$ cat src/dps_pkg.sv
// Shared constants and types for the semaphore port controller
`default_nettype none

package dps_pkg;

    // ========================================
    // Pin and latch geometry
    localparam int DATA_W      = 8;  // Width of the port data bus
    localparam int LATCH_CNT   = 8;  // Semaphore latches in the device
    localparam int LATCH_AW    = 3;  // Low address bits that pick a latch
    localparam int SYNC_STAGES = 2;  // Flops on the returning data pins

    // ========================================
    // Timing, in ns as the device needs them, and derived cycle counts
    localparam int CLK_MHZ     = 50;
    localparam int T_WRITE_NS  = 40; // Least write-enable low time
    localparam int T_ACCESS_NS = 60; // Longest select/enable to data valid
    localparam int T_GAP_NS    = 20; // Least select-high time between reads
    localparam int WRITE_CYC   = (T_WRITE_NS * CLK_MHZ + 999) / 1000;
    localparam int ACCESS_CYC  = (T_ACCESS_NS * CLK_MHZ + 999) / 1000;
    localparam int GAP_CYC     = (T_GAP_NS * CLK_MHZ + 999) / 1000;

    // ========================================
    // Token encoding on data bit zero: low requests or holds, high frees
    localparam logic TOKEN_REQUEST = 1'b0;
    localparam logic TOKEN_RELEASE = 1'b1;

    // ========================================
    // Reset values of the pins (everything idle, bus not driven)
    localparam logic [LATCH_AW-1:0] ADDR_RESET = 3'h0;
    localparam logic [DATA_W-1:0]   DOUT_RESET = 8'h00;

    // Operations offered on the user command port
    typedef enum logic [1:0] {
        DPS_OP_ACQUIRE = 2'b00,
        DPS_OP_RELEASE = 2'b01,
        DPS_OP_TEST    = 2'b10
    } dps_op_t;

    // One user command
    typedef struct packed {
        dps_op_t               op;
        logic [LATCH_AW-1:0]   latch;
    } dps_cmd_t;

    // Pins driven towards the device port
    typedef struct packed {
        logic                  semaphore_select_n;
        logic                  write_enable_n;
        logic                  output_enable_n;
        logic [LATCH_AW-1:0]   addr;
        logic [DATA_W-1:0]     data_out;
        logic                  data_oe;
    } dps_pins_t;

endpackage

`default_nettype wire

$ cat src/dps_sync.sv
// Two-flop synchroniser for the data pins returning from the device
`default_nettype none

module dps_sync
    import dps_pkg::*;
#(
    parameter int WIDTH = DATA_W
) (
    input  wire logic             clk,      // System clock
    input  wire logic             rst_n,    // Asynchronous reset, active low
    input  wire logic             ce,       // Clock enable
    input  wire logic [WIDTH-1:0] d_async,  // Pin level, unsynchronised
    output logic      [WIDTH-1:0] q_sync    // Level after two flops
);

    logic [WIDTH-1:0] meta_reg;
    logic [WIDTH-1:0] meta_next;
    logic [WIDTH-1:0] sync_reg;
    logic [WIDTH-1:0] sync_next;

    // ========================================
    // Next values: first stage feeds only the second
    always_comb begin
        meta_next = ce ? d_async : meta_reg;
        sync_next = ce ? meta_reg : sync_reg;
    end

    // Registers
    always_ff @(posedge clk or negedge rst_n) begin
        if (!rst_n) begin
            meta_reg <= '0;
            sync_reg <= '0;
        end else begin
            meta_reg <= meta_next;
            sync_reg <= sync_next;
        end
    end

    assign q_sync = sync_reg;

endmodule

`default_nettype wire

$ cat src/dps_sem_host.sv
// Controller driving one port of a dual-port semaphore latch bank
`default_nettype none

// How it works
// - write asserts select, write enable, data bit
// - select dropped and reasserted between polling reads
// - write zero requests, write one releases
// - denied acquire retests until grant read
module dps_sem_host
    import dps_pkg::*;
#(
    parameter int CNT_W = 8
) (
    input  wire logic              clk,          // System clock, 50 MHz
    input  wire logic              rst_n,        // Asynchronous reset, active low
    input  wire logic              ce,           // Clock enable, freezes all state
    input  wire logic              cmd_valid,    // Command offered
    input  wire dps_cmd_t          cmd,          // Operation and latch index
    output logic                   cmd_ready,    // Controller idle, takes command
    output logic                   rsp_valid,    // Command finished, one cycle
    output logic                   rsp_granted,  // Token held after the command
    output logic                   rsp_mixed,    // Read data lines disagreed
    output dps_pins_t              pins,         // Pins towards the device port
    input  wire logic [DATA_W-1:0] data_in       // Data pins from the device
);

    // ========================================
    // Elaboration checks
    // Zero-length counts would wrap the down-counter loads
    if (CNT_W < 2 || (ACCESS_CYC + SYNC_STAGES) >= (1 << CNT_W) ||
        WRITE_CYC < 1 || GAP_CYC < 1 ||
        WRITE_CYC >= (1 << CNT_W) || GAP_CYC >= (1 << CNT_W) ||
        LATCH_CNT != (1 << LATCH_AW)) begin : g_bad_params
        $error("dps_sem_host: counter too narrow or latch geometry wrong");
    end

    localparam logic [CNT_W-1:0] WRITE_LOAD = CNT_W'(WRITE_CYC - 1);
    localparam logic [CNT_W-1:0] READ_LOAD  = CNT_W'(ACCESS_CYC + SYNC_STAGES - 1);
    localparam logic [CNT_W-1:0] GAP_LOAD   = CNT_W'(GAP_CYC - 1);

    typedef enum logic [2:0] {
        DPS_ST_IDLE     = 3'b000,
        DPS_ST_WR_SETUP = 3'b001,
        DPS_ST_WR_PULSE = 3'b010,
        DPS_ST_WR_HOLD  = 3'b011,
        DPS_ST_RD_GAP   = 3'b100,
        DPS_ST_RD_ON    = 3'b101
    } dps_state_t;

    // All eight lines equal means a clean latch read
    function automatic logic lines_agree(input logic [DATA_W-1:0] d);
        lines_agree = (d == {DATA_W{1'b0}}) || (d == {DATA_W{1'b1}});
    endfunction

    dps_state_t          state_reg, state_next;
    dps_op_t             op_reg, op_next;
    logic [CNT_W-1:0]    cnt_reg, cnt_next;
    dps_pins_t           pins_reg, pins_next;
    logic                ready_reg, ready_next;
    logic                rsp_valid_reg, rsp_valid_next;
    logic                granted_reg, granted_next;
    logic                mixed_reg, mixed_next;
    logic [DATA_W-1:0]   data_sync;

    // ========================================
    // Data pins cross into the clock domain
    dps_sync #(
        .WIDTH (DATA_W)
    ) u_sync (
        .clk     (clk),
        .rst_n   (rst_n),
        .ce      (ce),
        .d_async (data_in),
        .q_sync  (data_sync)
    );

    // ========================================
    // Port sequencer: next values
    always_comb begin
        state_next     = state_reg;
        op_next        = op_reg;
        cnt_next       = cnt_reg;
        pins_next      = pins_reg;
        granted_next   = granted_reg;
        mixed_next     = mixed_reg;
        rsp_valid_next = ce ? 1'b0 : rsp_valid_reg;  // Pulse frozen while disabled
        if (ce) begin
            case (state_reg)
                DPS_ST_IDLE: begin
                    if (cmd_valid) begin
                        op_next        = cmd.op;
                        pins_next.addr = cmd.latch;
                        mixed_next     = 1'b0;
                        if (cmd.op == DPS_OP_TEST) begin
                            pins_next.semaphore_select_n = 1'b0;
                            pins_next.output_enable_n    = 1'b0;
                            cnt_next   = READ_LOAD;
                            state_next = DPS_ST_RD_ON;
                        end else begin
                            // Request drives zero, release drives one on every line
                            pins_next.data_out = {DATA_W{(cmd.op == DPS_OP_RELEASE) ?
                                                 TOKEN_RELEASE : TOKEN_REQUEST}};
                            pins_next.data_oe            = 1'b1;
                            pins_next.semaphore_select_n = 1'b0;
                            state_next = DPS_ST_WR_SETUP;
                        end
                    end
                end
                DPS_ST_WR_SETUP: begin
                    pins_next.write_enable_n = 1'b0;
                    cnt_next   = WRITE_LOAD;
                    state_next = DPS_ST_WR_PULSE;
                end
                DPS_ST_WR_PULSE: begin
                    if (cnt_reg == '0) begin
                        pins_next.write_enable_n = 1'b1;
                        state_next = DPS_ST_WR_HOLD;
                    end else begin
                        cnt_next = cnt_reg - 1'b1;
                    end
                end
                DPS_ST_WR_HOLD: begin
                    // Data held one cycle past write enable, then bus let go
                    pins_next.semaphore_select_n = 1'b1;
                    pins_next.data_oe            = 1'b0;
                    if (op_reg == DPS_OP_ACQUIRE) begin
                        cnt_next   = GAP_LOAD;
                        state_next = DPS_ST_RD_GAP;
                    end else begin
                        granted_next   = 1'b0;
                        rsp_valid_next = 1'b1;
                        state_next     = DPS_ST_IDLE;
                    end
                end
                DPS_ST_RD_GAP: begin
                    // Select stays high so the device reopens its read hold
                    if (cnt_reg == '0) begin
                        pins_next.semaphore_select_n = 1'b0;
                        pins_next.output_enable_n    = 1'b0;
                        cnt_next   = READ_LOAD;
                        state_next = DPS_ST_RD_ON;
                    end else begin
                        cnt_next = cnt_reg - 1'b1;
                    end
                end
                DPS_ST_RD_ON: begin
                    if (cnt_reg == '0) begin
                        pins_next.semaphore_select_n = 1'b1;
                        pins_next.output_enable_n    = 1'b1;
                        mixed_next = mixed_reg | ~lines_agree(data_sync);
                        if (op_reg == DPS_OP_ACQUIRE &&
                            data_sync[0] == TOKEN_RELEASE) begin
                            cnt_next   = GAP_LOAD;
                            state_next = DPS_ST_RD_GAP;
                        end else begin
                            granted_next   = (data_sync[0] == TOKEN_REQUEST);
                            rsp_valid_next = 1'b1;
                            state_next     = DPS_ST_IDLE;
                        end
                    end else begin
                        cnt_next = cnt_reg - 1'b1;
                    end
                end
                default: begin
                    pins_next.semaphore_select_n = 1'b1;
                    pins_next.write_enable_n     = 1'b1;
                    pins_next.output_enable_n    = 1'b1;
                    pins_next.data_oe            = 1'b0;
                    state_next = DPS_ST_IDLE;
                end
            endcase
        end
        ready_next = ce ? (state_next == DPS_ST_IDLE) : ready_reg;
    end

    // Port sequencer: registers
    always_ff @(posedge clk or negedge rst_n) begin
        if (!rst_n) begin
            state_reg                   <= DPS_ST_IDLE;
            op_reg                      <= DPS_OP_TEST;
            cnt_reg                     <= '0;
            pins_reg.semaphore_select_n <= 1'b1;
            pins_reg.write_enable_n     <= 1'b1;
            pins_reg.output_enable_n    <= 1'b1;
            pins_reg.addr               <= ADDR_RESET;
            pins_reg.data_out           <= DOUT_RESET;
            pins_reg.data_oe            <= 1'b0;
            ready_reg                   <= 1'b1;
            rsp_valid_reg               <= 1'b0;
            granted_reg                 <= 1'b0;
            mixed_reg                   <= 1'b0;
        end else begin
            state_reg     <= state_next;
            op_reg        <= op_next;
            cnt_reg       <= cnt_next;
            pins_reg      <= pins_next;
            ready_reg     <= ready_next;
            rsp_valid_reg <= rsp_valid_next;
            granted_reg   <= granted_next;
            mixed_reg     <= mixed_next;
        end
    end

    // Outputs straight from flops
    assign cmd_ready   = ready_reg;
    assign rsp_valid   = rsp_valid_reg;
    assign rsp_granted = granted_reg;
    assign rsp_mixed   = mixed_reg;
    assign pins        = pins_reg;

endmodule

`default_nettype wire

$ cat config.mk
export PLATFORM = sky130hd
export DESIGN_NAME = dps_sem_host
export DESIGN_NICKNAME = d
export VERILOG_FILES = /design/src/dps_pkg.sv /design/src/dps_sync.sv /design/src/dps_sem_host.sv
export SDC_FILE = /design/constraint.sdc
export NUM_CORES = 1
export LEC_CHECK = 0
export BUFFER_PORTS_ARGS = -buffer_cell sky130_fd_sc_hd__buf_2
export CAP_MARGIN = 40
export CELL_PAD_IN_SITES_DETAIL_PLACEMENT = 1
export CELL_PAD_IN_SITES_GLOBAL_PLACEMENT = 2
export CORE_ASPECT_RATIO = 0.9
export CORE_MARGIN = 8
export CORE_UTILIZATION = 36
export DETAILED_ROUTE_END_ITERATION = 12
export GPL_TIMING_DRIVEN = 0
export PLACE_DENSITY_LB_ADDON = 0.1
export SYNTH_ARGS = -nofsm -noshare
export SYNTH_HDL_FRONTEND = slang
export SYNTH_HIERARCHICAL = 1
export SYNTH_SLANG_ARGS = --single-unit
$ cat constraint.sdc
create_clock -name clk -period 3.1 [get_ports clk]
set_input_delay 0.31 -clock clk [delete_from_list [all_inputs] [get_ports clk]]
set_output_delay 0.31 -clock clk [all_outputs]
set_load 0.01 [all_outputs]
==> impl_metrics.py, run 1 <==
metrics = {
    "outcome": {
        "status": "finished, final reports clean",
    },
    "route": {
        "drt_drc_violations_left": 0,
        "first_iter_violations": 51,
        "antenna_violating_nets_post_route": 0,
        "num_vias": 1717,
        "detail_route.wl_per_cell_um": 17.0,
        "via_per_inst": 5.38,
        "routed_wirelength_um": 5430,
        "first_pass_iters": 4,
    },
    "critical_path": {
        "reg2reg_depth": 8,
        "arrival_time_of_the_worst_setup_path_ps": 2590,
        "crit_start": "cnt_reg[0]",
        "reg2reg_to": "cnt_reg[0]",
        "cp-start-kind": "register",
        "worst-setup-path-type": "register to register",
        "worst-path-max-fanout": 8,
        "critPathCaptureType": "register",
        "required_ps": 3280,
        "rr_startpoint": "cnt_reg[0]",
        "timing.critical_path.to": "cnt_reg[0]",
        "reg2reg_slack_ps": 690,
    },
    "floorplanning": {
        "die_w_um": 99.2,
        "initial_core_util": 0.369,
        "dieArea_um2": 9010,
        "core_area_um2": 6080,
        "floorplan.die.height_um": 90.9,
        "design.portCount": 36,
        "row_count": 27,
    },
    "pwr": {
        "p_switching_w": 0.00106,
        "cellLeakagePower_nw": 1.19,
        "max-vdd-ir-drop_v": 0.000404,
        "power.sequential.fraction": 0.343,
        "pwr-share-clk": 0.155,
        "powerDensity_nw_per_um2": 959,
        "power.combinational.fraction": 0.502,
        "cellInternalPower_w": 0.00146,
        "swShare": 0.420,
    },
    "worst_hold_path": {
        "hp-class": "input port to register",
    },
    "timing": {
        "post-route-min-period_ps": 2410,
        "max_slew.worst_pin.slew_ps": 599,
        "minimum_setup_slack_in_the_final_design_ps": 691,
        "final-setup-viol-count": 0,
        "fin_skew_ps": 13.4,
        "finalCritPeriodShare": 0.777,
        "max_freq_mhz": 415,
        "max-slew-margin-rel": 0.597,
        "report.final.hold_viol_count": 0,
        "slew_viols_final": 0,
        "rsz0062_at_grt": "false",
        "tns_ps": 0,
        "fin_worst_hold_slack_ps": 209,
    },
    "grt": {
        "groute.usage.overall": 0.127,
        "wire_length_of_the_first_global_routing_pass_um": 9430,
        "maximum_number_of_pins_on_one_net_before_global_route_repair": 23,
        "initial_antenna_violation_count": 0,
        "grt_pass1_vias": 1854,
        "grt_overflow": 0,
    },
    "synth": {
        "synthesis.area_per_instance_um2": 11.0,
        "synth-edff-count": 0,
        "synth_adder_area_share": 0.00558,
        "synthDistinctLibCells": 48,
        "synth_cells": 204,
        "yosysWarningCount": 6,
        "synth_fp_nets": 222,
        "yosys-mux-area-fraction": 0.137,
        "synth_top_family_by_area": "compound AO/OA/AOI/OAI gates",
        "synthesis.area_um2": 2240,
        "seq_area_frac_synth": 0.460,
        "post_synth_main_area_contributors": "sky130_fd_sc_hd__dfrtp_1, sky130_fd_sc_hd__mux2_4, sky130_fd_sc_hd__dfstp_2",
        "synthXorXnorAreaFrac": 0.00391,
        "synth_compound_gate_area_share": 0.171,
        "synth_most_common_cell": "sky130_fd_sc_hd__dfrtp_1",
        "most_frequent_cells_after_synthesis": "sky130_fd_sc_hd__dfrtp_1, sky130_fd_sc_hd__o21ai_0, sky130_fd_sc_hd__nand2_1",
        "yosys_register_bits": 41,
        "dominantRegCellSynth": "sky130_fd_sc_hd__dfrtp_1",
        "synth-simple-area-share": 0.155,
        "synth.top_cell.area_share": 0.402,
        "synth_largest_area_cell": "sky130_fd_sc_hd__dfrtp_1",
        "synth_async_sr_flop_share": 1.00,
    },
    "cells_and_area": {
        "diodes": 0,
        "num-nets-final": 264,
        "drive_gt1_frac": 0.360,
        "fillers": 708,
        "final_cells": 319,
        "area_added_between_synthesis_and_finish_pct": 17.4,
    },
    "placement": {
        "placer_congestion_estimate": 0.719,
        "numPlacedInstances": 310,
        "dp_worst_setup_slack_ps": 710,
        "hpwl_um": 4040,
        "place.port_buffers": 33,
    },
    "clocking": {
        "clockBufferDepth": 2,
        "cts_inserted_buffers": 5,
        "tritoncts": "done",
        "buffers_inserted_by_post_cts_timing_repair": 0,
        "tritoncts_num_sinks": 41,
        "cts_htree_levels": 2,
        "cts-root-buf": "sky130_fd_sc_hd__clkbuf_8",
        "clock_insertion_delay_worst_skew_ps": 310,
        "clkSlewWorstSetupHoldPaths_ps": 100,
    },
    "run": {
        "maxCapViolCount": 0,
    },
}
## critical path, stage by stage (launching register included)
cell,delay [ps]
sky130_fd_sc_hd__dfrtp_1,410
sky130_fd_sc_hd__inv_1,90
sky130_fd_sc_hd__ha_1,220
sky130_fd_sc_hd__or4b_4,550
sky130_fd_sc_hd__nor2_8,190
sky130_fd_sc_hd__a41oi_4,200
sky130_fd_sc_hd__and2_4,190
sky130_fd_sc_hd__buf_6,140
sky130_fd_sc_hd__mux2_4,300
## cell type report
class | count | area (um2) | share of cell area
Buffer | 19 | 133 | 0.0504
Clock buffer | 5 | 68.8 | 0.0261
Clock inverter | 3 | 28.8 | 0.0109
Inverter | 5 | 18.8 | 0.00713
Multi-Input combinational cell | 139 | 1060 | 0.402
Sequential cell | 41 | 1030 | 0.392
Tap cell | 72 | 90.1 | 0.0342
Timing Repair Buffer | 35 | 203 | 0.0770
## metrics by stage
step                cell area, um2   util  power [W]
floorplan                     2240      -    0.00178
global placement              2500  0.411    0.00213
detailed placement            2520  0.415    0.00214
CTS                           2630  0.433    0.00256
global route                  2630  0.433    0.00273
finish                        2630  0.433    0.00252
## worst min path at each step
stage | end | depth (start not counted) | startpoint | slack (ps)
4_1_cts | pins[1] | 2 | cmd[4] | 210
2_1_floorplan | async pin | 0 | rst_n | 10
5_1_grt | u_sync/meta_reg[0] | 2 | data_in[0] | 210
6_report | pins[1] | 2 | cmd[4] | 210
3_5_place_dp | u_sync/meta_reg[5] | 1 | rst_n | 310
3_3_place_gp | rsp_mixed | 1 | rsp_mixed | 460
## cells in the final DEF (no fill, tap or decap), types with 7 or more instances in the layout
master,count
sky130_fd_sc_hd__buf_2,33
sky130_fd_sc_hd__mux2_2,10
sky130_fd_sc_hd__nor3_1,7
sky130_fd_sc_hd__mux2_4,13
sky130_fd_sc_hd__buf_4,8
sky130_fd_sc_hd__a21oi_1,8
sky130_fd_sc_hd__clkbuf_1,8
sky130_fd_sc_hd__dfrtp_1,36
sky130_fd_sc_hd__nand2_1,14
sky130_fd_sc_hd__nor2_1,10
sky130_fd_sc_hd__o21ai_0,15
## power groups by stage
stage	combinational, W	sequential [W]	clock [W]
global route	0.00141	0.000897	0.000427
finish	0.00127	0.000866	0.000391
global placement	0.00126	0.000870	0
floorplan	0.000911	0.000872	0
CTS	0.00128	0.000867	0.000410
detailed placement	0.00127	0.000875	0
## what timing repair did
action,CTS,global route
resized for setup,0,0
hold buffers,1,0
endpoints found under the hold margin,15,0
## metal layers
metal  GRT usage  part of all wire  up-vias
met3      0.0347             0.048        5
met1       0.176              0.51      848
met2       0.188              0.43       28
li1            -                 -      836
met4      0.0302            0.0066        0
met5           0                 0        -
## cell families (layout without fill, tap and decap cells)
family	count (synthesis)	count (layout)
buffers and inverters	24	67
XOR/XNOR	1	1
AND/OR/NAND/NOR	61	61
adder cells (fa/ha/maj)	1	1
multiplexers	23	23
AO/OA/AOI/OAI	53	53
flip-flops	41	41
No activity file was read; power rests on OpenSTA's default activity.
==> run 2, diff against run 1 <==
Settings changed: ABC_AREA set to 1, CORE_UTILIZATION 36 to 32.
Clock period 3.1 ns to 2.29 ns, I/O delays scaled along.
==> impl_metrics.py, run 2 <==
metrics = {
    "cells_and_area": {
        "leading_cell_types_in_the_layout_fill_and_taps_excluded": "sky130_fd_sc_hd__nand2_1, sky130_fd_sc_hd__buf_2, sky130_fd_sc_hd__dfrtp_1",
        "diodes": 0,
        "drive_gt1_frac": 0.254,
        "num-nets-final": 363,
        "fillers": 898,
        "mostFrequentLayoutCell": "sky130_fd_sc_hd__nand2_1",
        "area_added_between_synthesis_and_finish_pct": 19.8,
    },
    "pwr": {
        "swShare": 0.414,
        "max-vdd-ir-drop_v": 0.000378,
        "cellInternalPower_w": 0.00195,
        "power.sequential.fraction": 0.341,
        "pwr-share-clk": 0.210,
        "powerDensity_nw_per_um2": 1210,
        "cellLeakagePower_nw": 1.50,
        "p_switching_w": 0.00138,
        "power.combinational.fraction": 0.449,
    },
    "grt": {
        "initial_antenna_violation_count": 0,
        "maximum_number_of_pins_on_one_net_before_global_route_repair": 29,
        "grt_overflow": 0,
        "wire_length_of_the_first_global_routing_pass_um": 10300,
        "grt_pass1_vias": 2183,
        "groute.usage.overall": 0.125,
    },
    "critical_path": {
        "arrival_time_of_the_worst_setup_path_ps": 1940,
        "required_ps": 2480,
        "worst-setup-path-type": "register to register",
        "reg2reg_slack_ps": 540,
        "worst-path-max-fanout": 6,
        "cp-start-kind": "register",
        "critPathCaptureType": "register",
    },
    "run": {
        "maxCapViolCount": 0,
    },
    "timing": {
        "finalCritPeriodShare": 0.765,
        "max_slew.worst_pin.slew_ps": 422,
        "fin_worst_hold_slack_ps": 128,
        "post-route-min-period_ps": 1750,
        "rsz0062_at_grt": "false",
        "fin_skew_ps": 8.64,
        "final-setup-viol-count": 0,
        "tns_ps": 0,
        "max_freq_mhz": 570,
        "slew_viols_final": 0,
        "report.final.hold_viol_count": 0,
        "max-slew-margin-rel": 0.717,
    },
    "route": {
        "first_pass_iters": 4,
        "via_per_inst": 4.59,
        "num_vias": 2013,
        "antenna_violating_nets_post_route": 0,
        "detail_route.wl_per_cell_um": 13.5,
        "routed_wirelength_um": 5910,
        "drt_drc_violations_left": 0,
        "first_iter_violations": 63,
    },
    "clocking": {
        "tritoncts": "done",
        "cts-hold-fix-buffers": 1,
        "clockBufferDepth": 2,
        "buffers_inserted_by_post_cts_timing_repair": 0,
        "cts-root-buf": "sky130_fd_sc_hd__clkbuf_8",
        "cts_inserted_buffers": 5,
        "tritoncts_num_sinks": 41,
        "clkSlewWorstSetupHoldPaths_ps": 90,
        "cts_resized": 0,
        "clock_insertion_delay_worst_skew_ps": 290,
        "cts_htree_levels": 2,
    },
    "synth": {
        "synth_largest_area_cell": "sky130_fd_sc_hd__dfrtp_1",
        "synth_fp_nets": 319,
        "most_frequent_cells_after_synthesis": "sky130_fd_sc_hd__nand2_1, sky130_fd_sc_hd__dfrtp_1, sky130_fd_sc_hd__inv_1",
        "yosys_register_bits": 41,
        "seq_area_frac_synth": 0.448,
        "synth.top_cell.area_share": 0.391,
        "synth_most_common_cell": "sky130_fd_sc_hd__nand2_1",
        "synthesis.area_um2": 2300,
        "synthDistinctLibCells": 31,
        "synth-edff-count": 0,
        "synth_cells": 301,
        "synthesis.area_per_instance_um2": 7.65,
        "synth_async_sr_flop_share": 1.00,
        "dominantRegCellSynth": "sky130_fd_sc_hd__dfrtp_1",
        "yosysWarningCount": 6,
        "post_synth_main_area_contributors": "sky130_fd_sc_hd__dfrtp_1, sky130_fd_sc_hd__nand2_1, sky130_fd_sc_hd__dfstp_2",
    },
    "worst_hold_path": {
        "hp-class": "input port to register",
    },
    "floorplanning": {
        "floorplan.die.height_um": 96.5,
        "dieArea_um2": 10200,
        "core_area_um2": 7000,
        "design.portCount": 36,
        "initial_core_util": 0.329,
        "die_w_um": 105,
        "row_count": 29,
    },
    "placement": {
        "place.port_buffers": 35,
        "hpwl_um": 4530,
        "placer_congestion_estimate": 0.768,
    },
    "outcome": {
        "status": "finished, final reports clean",
    },
}
[run 2: cell count changes in the layout (fill, tap and decap cells not counted), sizes merged, moves of 4 or more]
cell | previous run | this run
nand2 | 14 | 130
inv | 8 | 33
mux2 | 23 | 0
nor2 | 11 | 26
nand3 | 3 | 12
clkbuf | 13 | 6
nand4 | 5 | 11
nor3 | 7 | 1
a32o | 5 | 0
a21oi | 8 | 4
a22o | 4 | 0
nor2b | 4 | 0
nor4 | 5 | 1
[run 2: power groups by stage]
stage / Combinational (W) / Clock [W] / Sequential [W]
2_1_floorplan: 0.00104 / 0 / 0.00116
3_3_place_gp: 0.00149 / 0 / 0.00114
3_5_place_dp: 0.00152 / 0 / 0.00115
4_1_cts: 0.00153 / 0.000726 / 0.00114
5_1_grt: 0.00171 / 0.000743 / 0.00117
6_report: 0.00149 / 0.000697 / 0.00114
[run 2: area by class of cell]
type / count / area, um2 / share of cell area
Timing Repair Buffer: 37 / 205 / 0.0744
Inverter: 33 / 131 / 0.0476
Multi-Input combinational cell: 215 / 1030 / 0.375
Buffer: 12 / 105 / 0.0381
Sequential cell: 41 / 1030 / 0.374
Tap cell: 93 / 116 / 0.0422
Clock inverter: 3 / 65.1 / 0.0236
Clock buffer: 5 / 68.8 / 0.0250
[run 2: final timing paths]
check                           start            endpoint  depth (start not counted)
max                        cnt_reg[0]          cnt_reg[6]                          9
min                        data_in[6]  u_sync/meta_reg[6]                          3
max reg2reg                cnt_reg[0]          cnt_reg[6]                          9
min reg2reg                  pins[12]            pins[12]                          2
max in group asynchronous       rst_n           op_reg[1]                          3
min in group asynchronous       rst_n          cnt_reg[5]                          2
[run 2: cell families after synthesis]
kind of cell / share of synthesized area
xor+xnor: 0.0114
compound gates: 0.0783
flops: 0.448
fa+ha+maj: 0.00543
buf+inv: 0.103
simple gates: 0.354
[run 2: critical path: stages, from the launching register on]
cell and delay [ps]:
sky130_fd_sc_hd__dfrtp_1 400, sky130_fd_sc_hd__inv_1 120, sky130_fd_sc_hd__ha_1 270, sky130_fd_sc_hd__nand2_2 110
sky130_fd_sc_hd__nor2_2 250, sky130_fd_sc_hd__nand2_1 110, sky130_fd_sc_hd__nand4_2 120, sky130_fd_sc_hd__inv_1 130
sky130_fd_sc_hd__nand2_1 90, sky130_fd_sc_hd__nand2_1 50
[run 2: stage by stage]
step                      cell area [um2]  cells  setup slack, ps  utilization  total power [W]
final                                2760    439              537        0.394          0.00332
after global routing                 2760    439              376        0.394          0.00362
after CTS                            2760    439              505        0.394          0.00340
after detailed placement             2610    430              513        0.373          0.00267
after global placement               2590    429              554        0.370          0.00263
after floorplan                      2300    301              837            -          0.00219
[run 2: metal layers]
layer / global-route usage / wire [um] / vias to the layer above
li1: - / - / 1031
met1: 0.148 / 2890 / 957
met2: 0.225 / 2810 / 23
met3: 0.0318 / 187 / 2
met4: 0.0249 / 25 / 0
met5: 0 / 0 / -
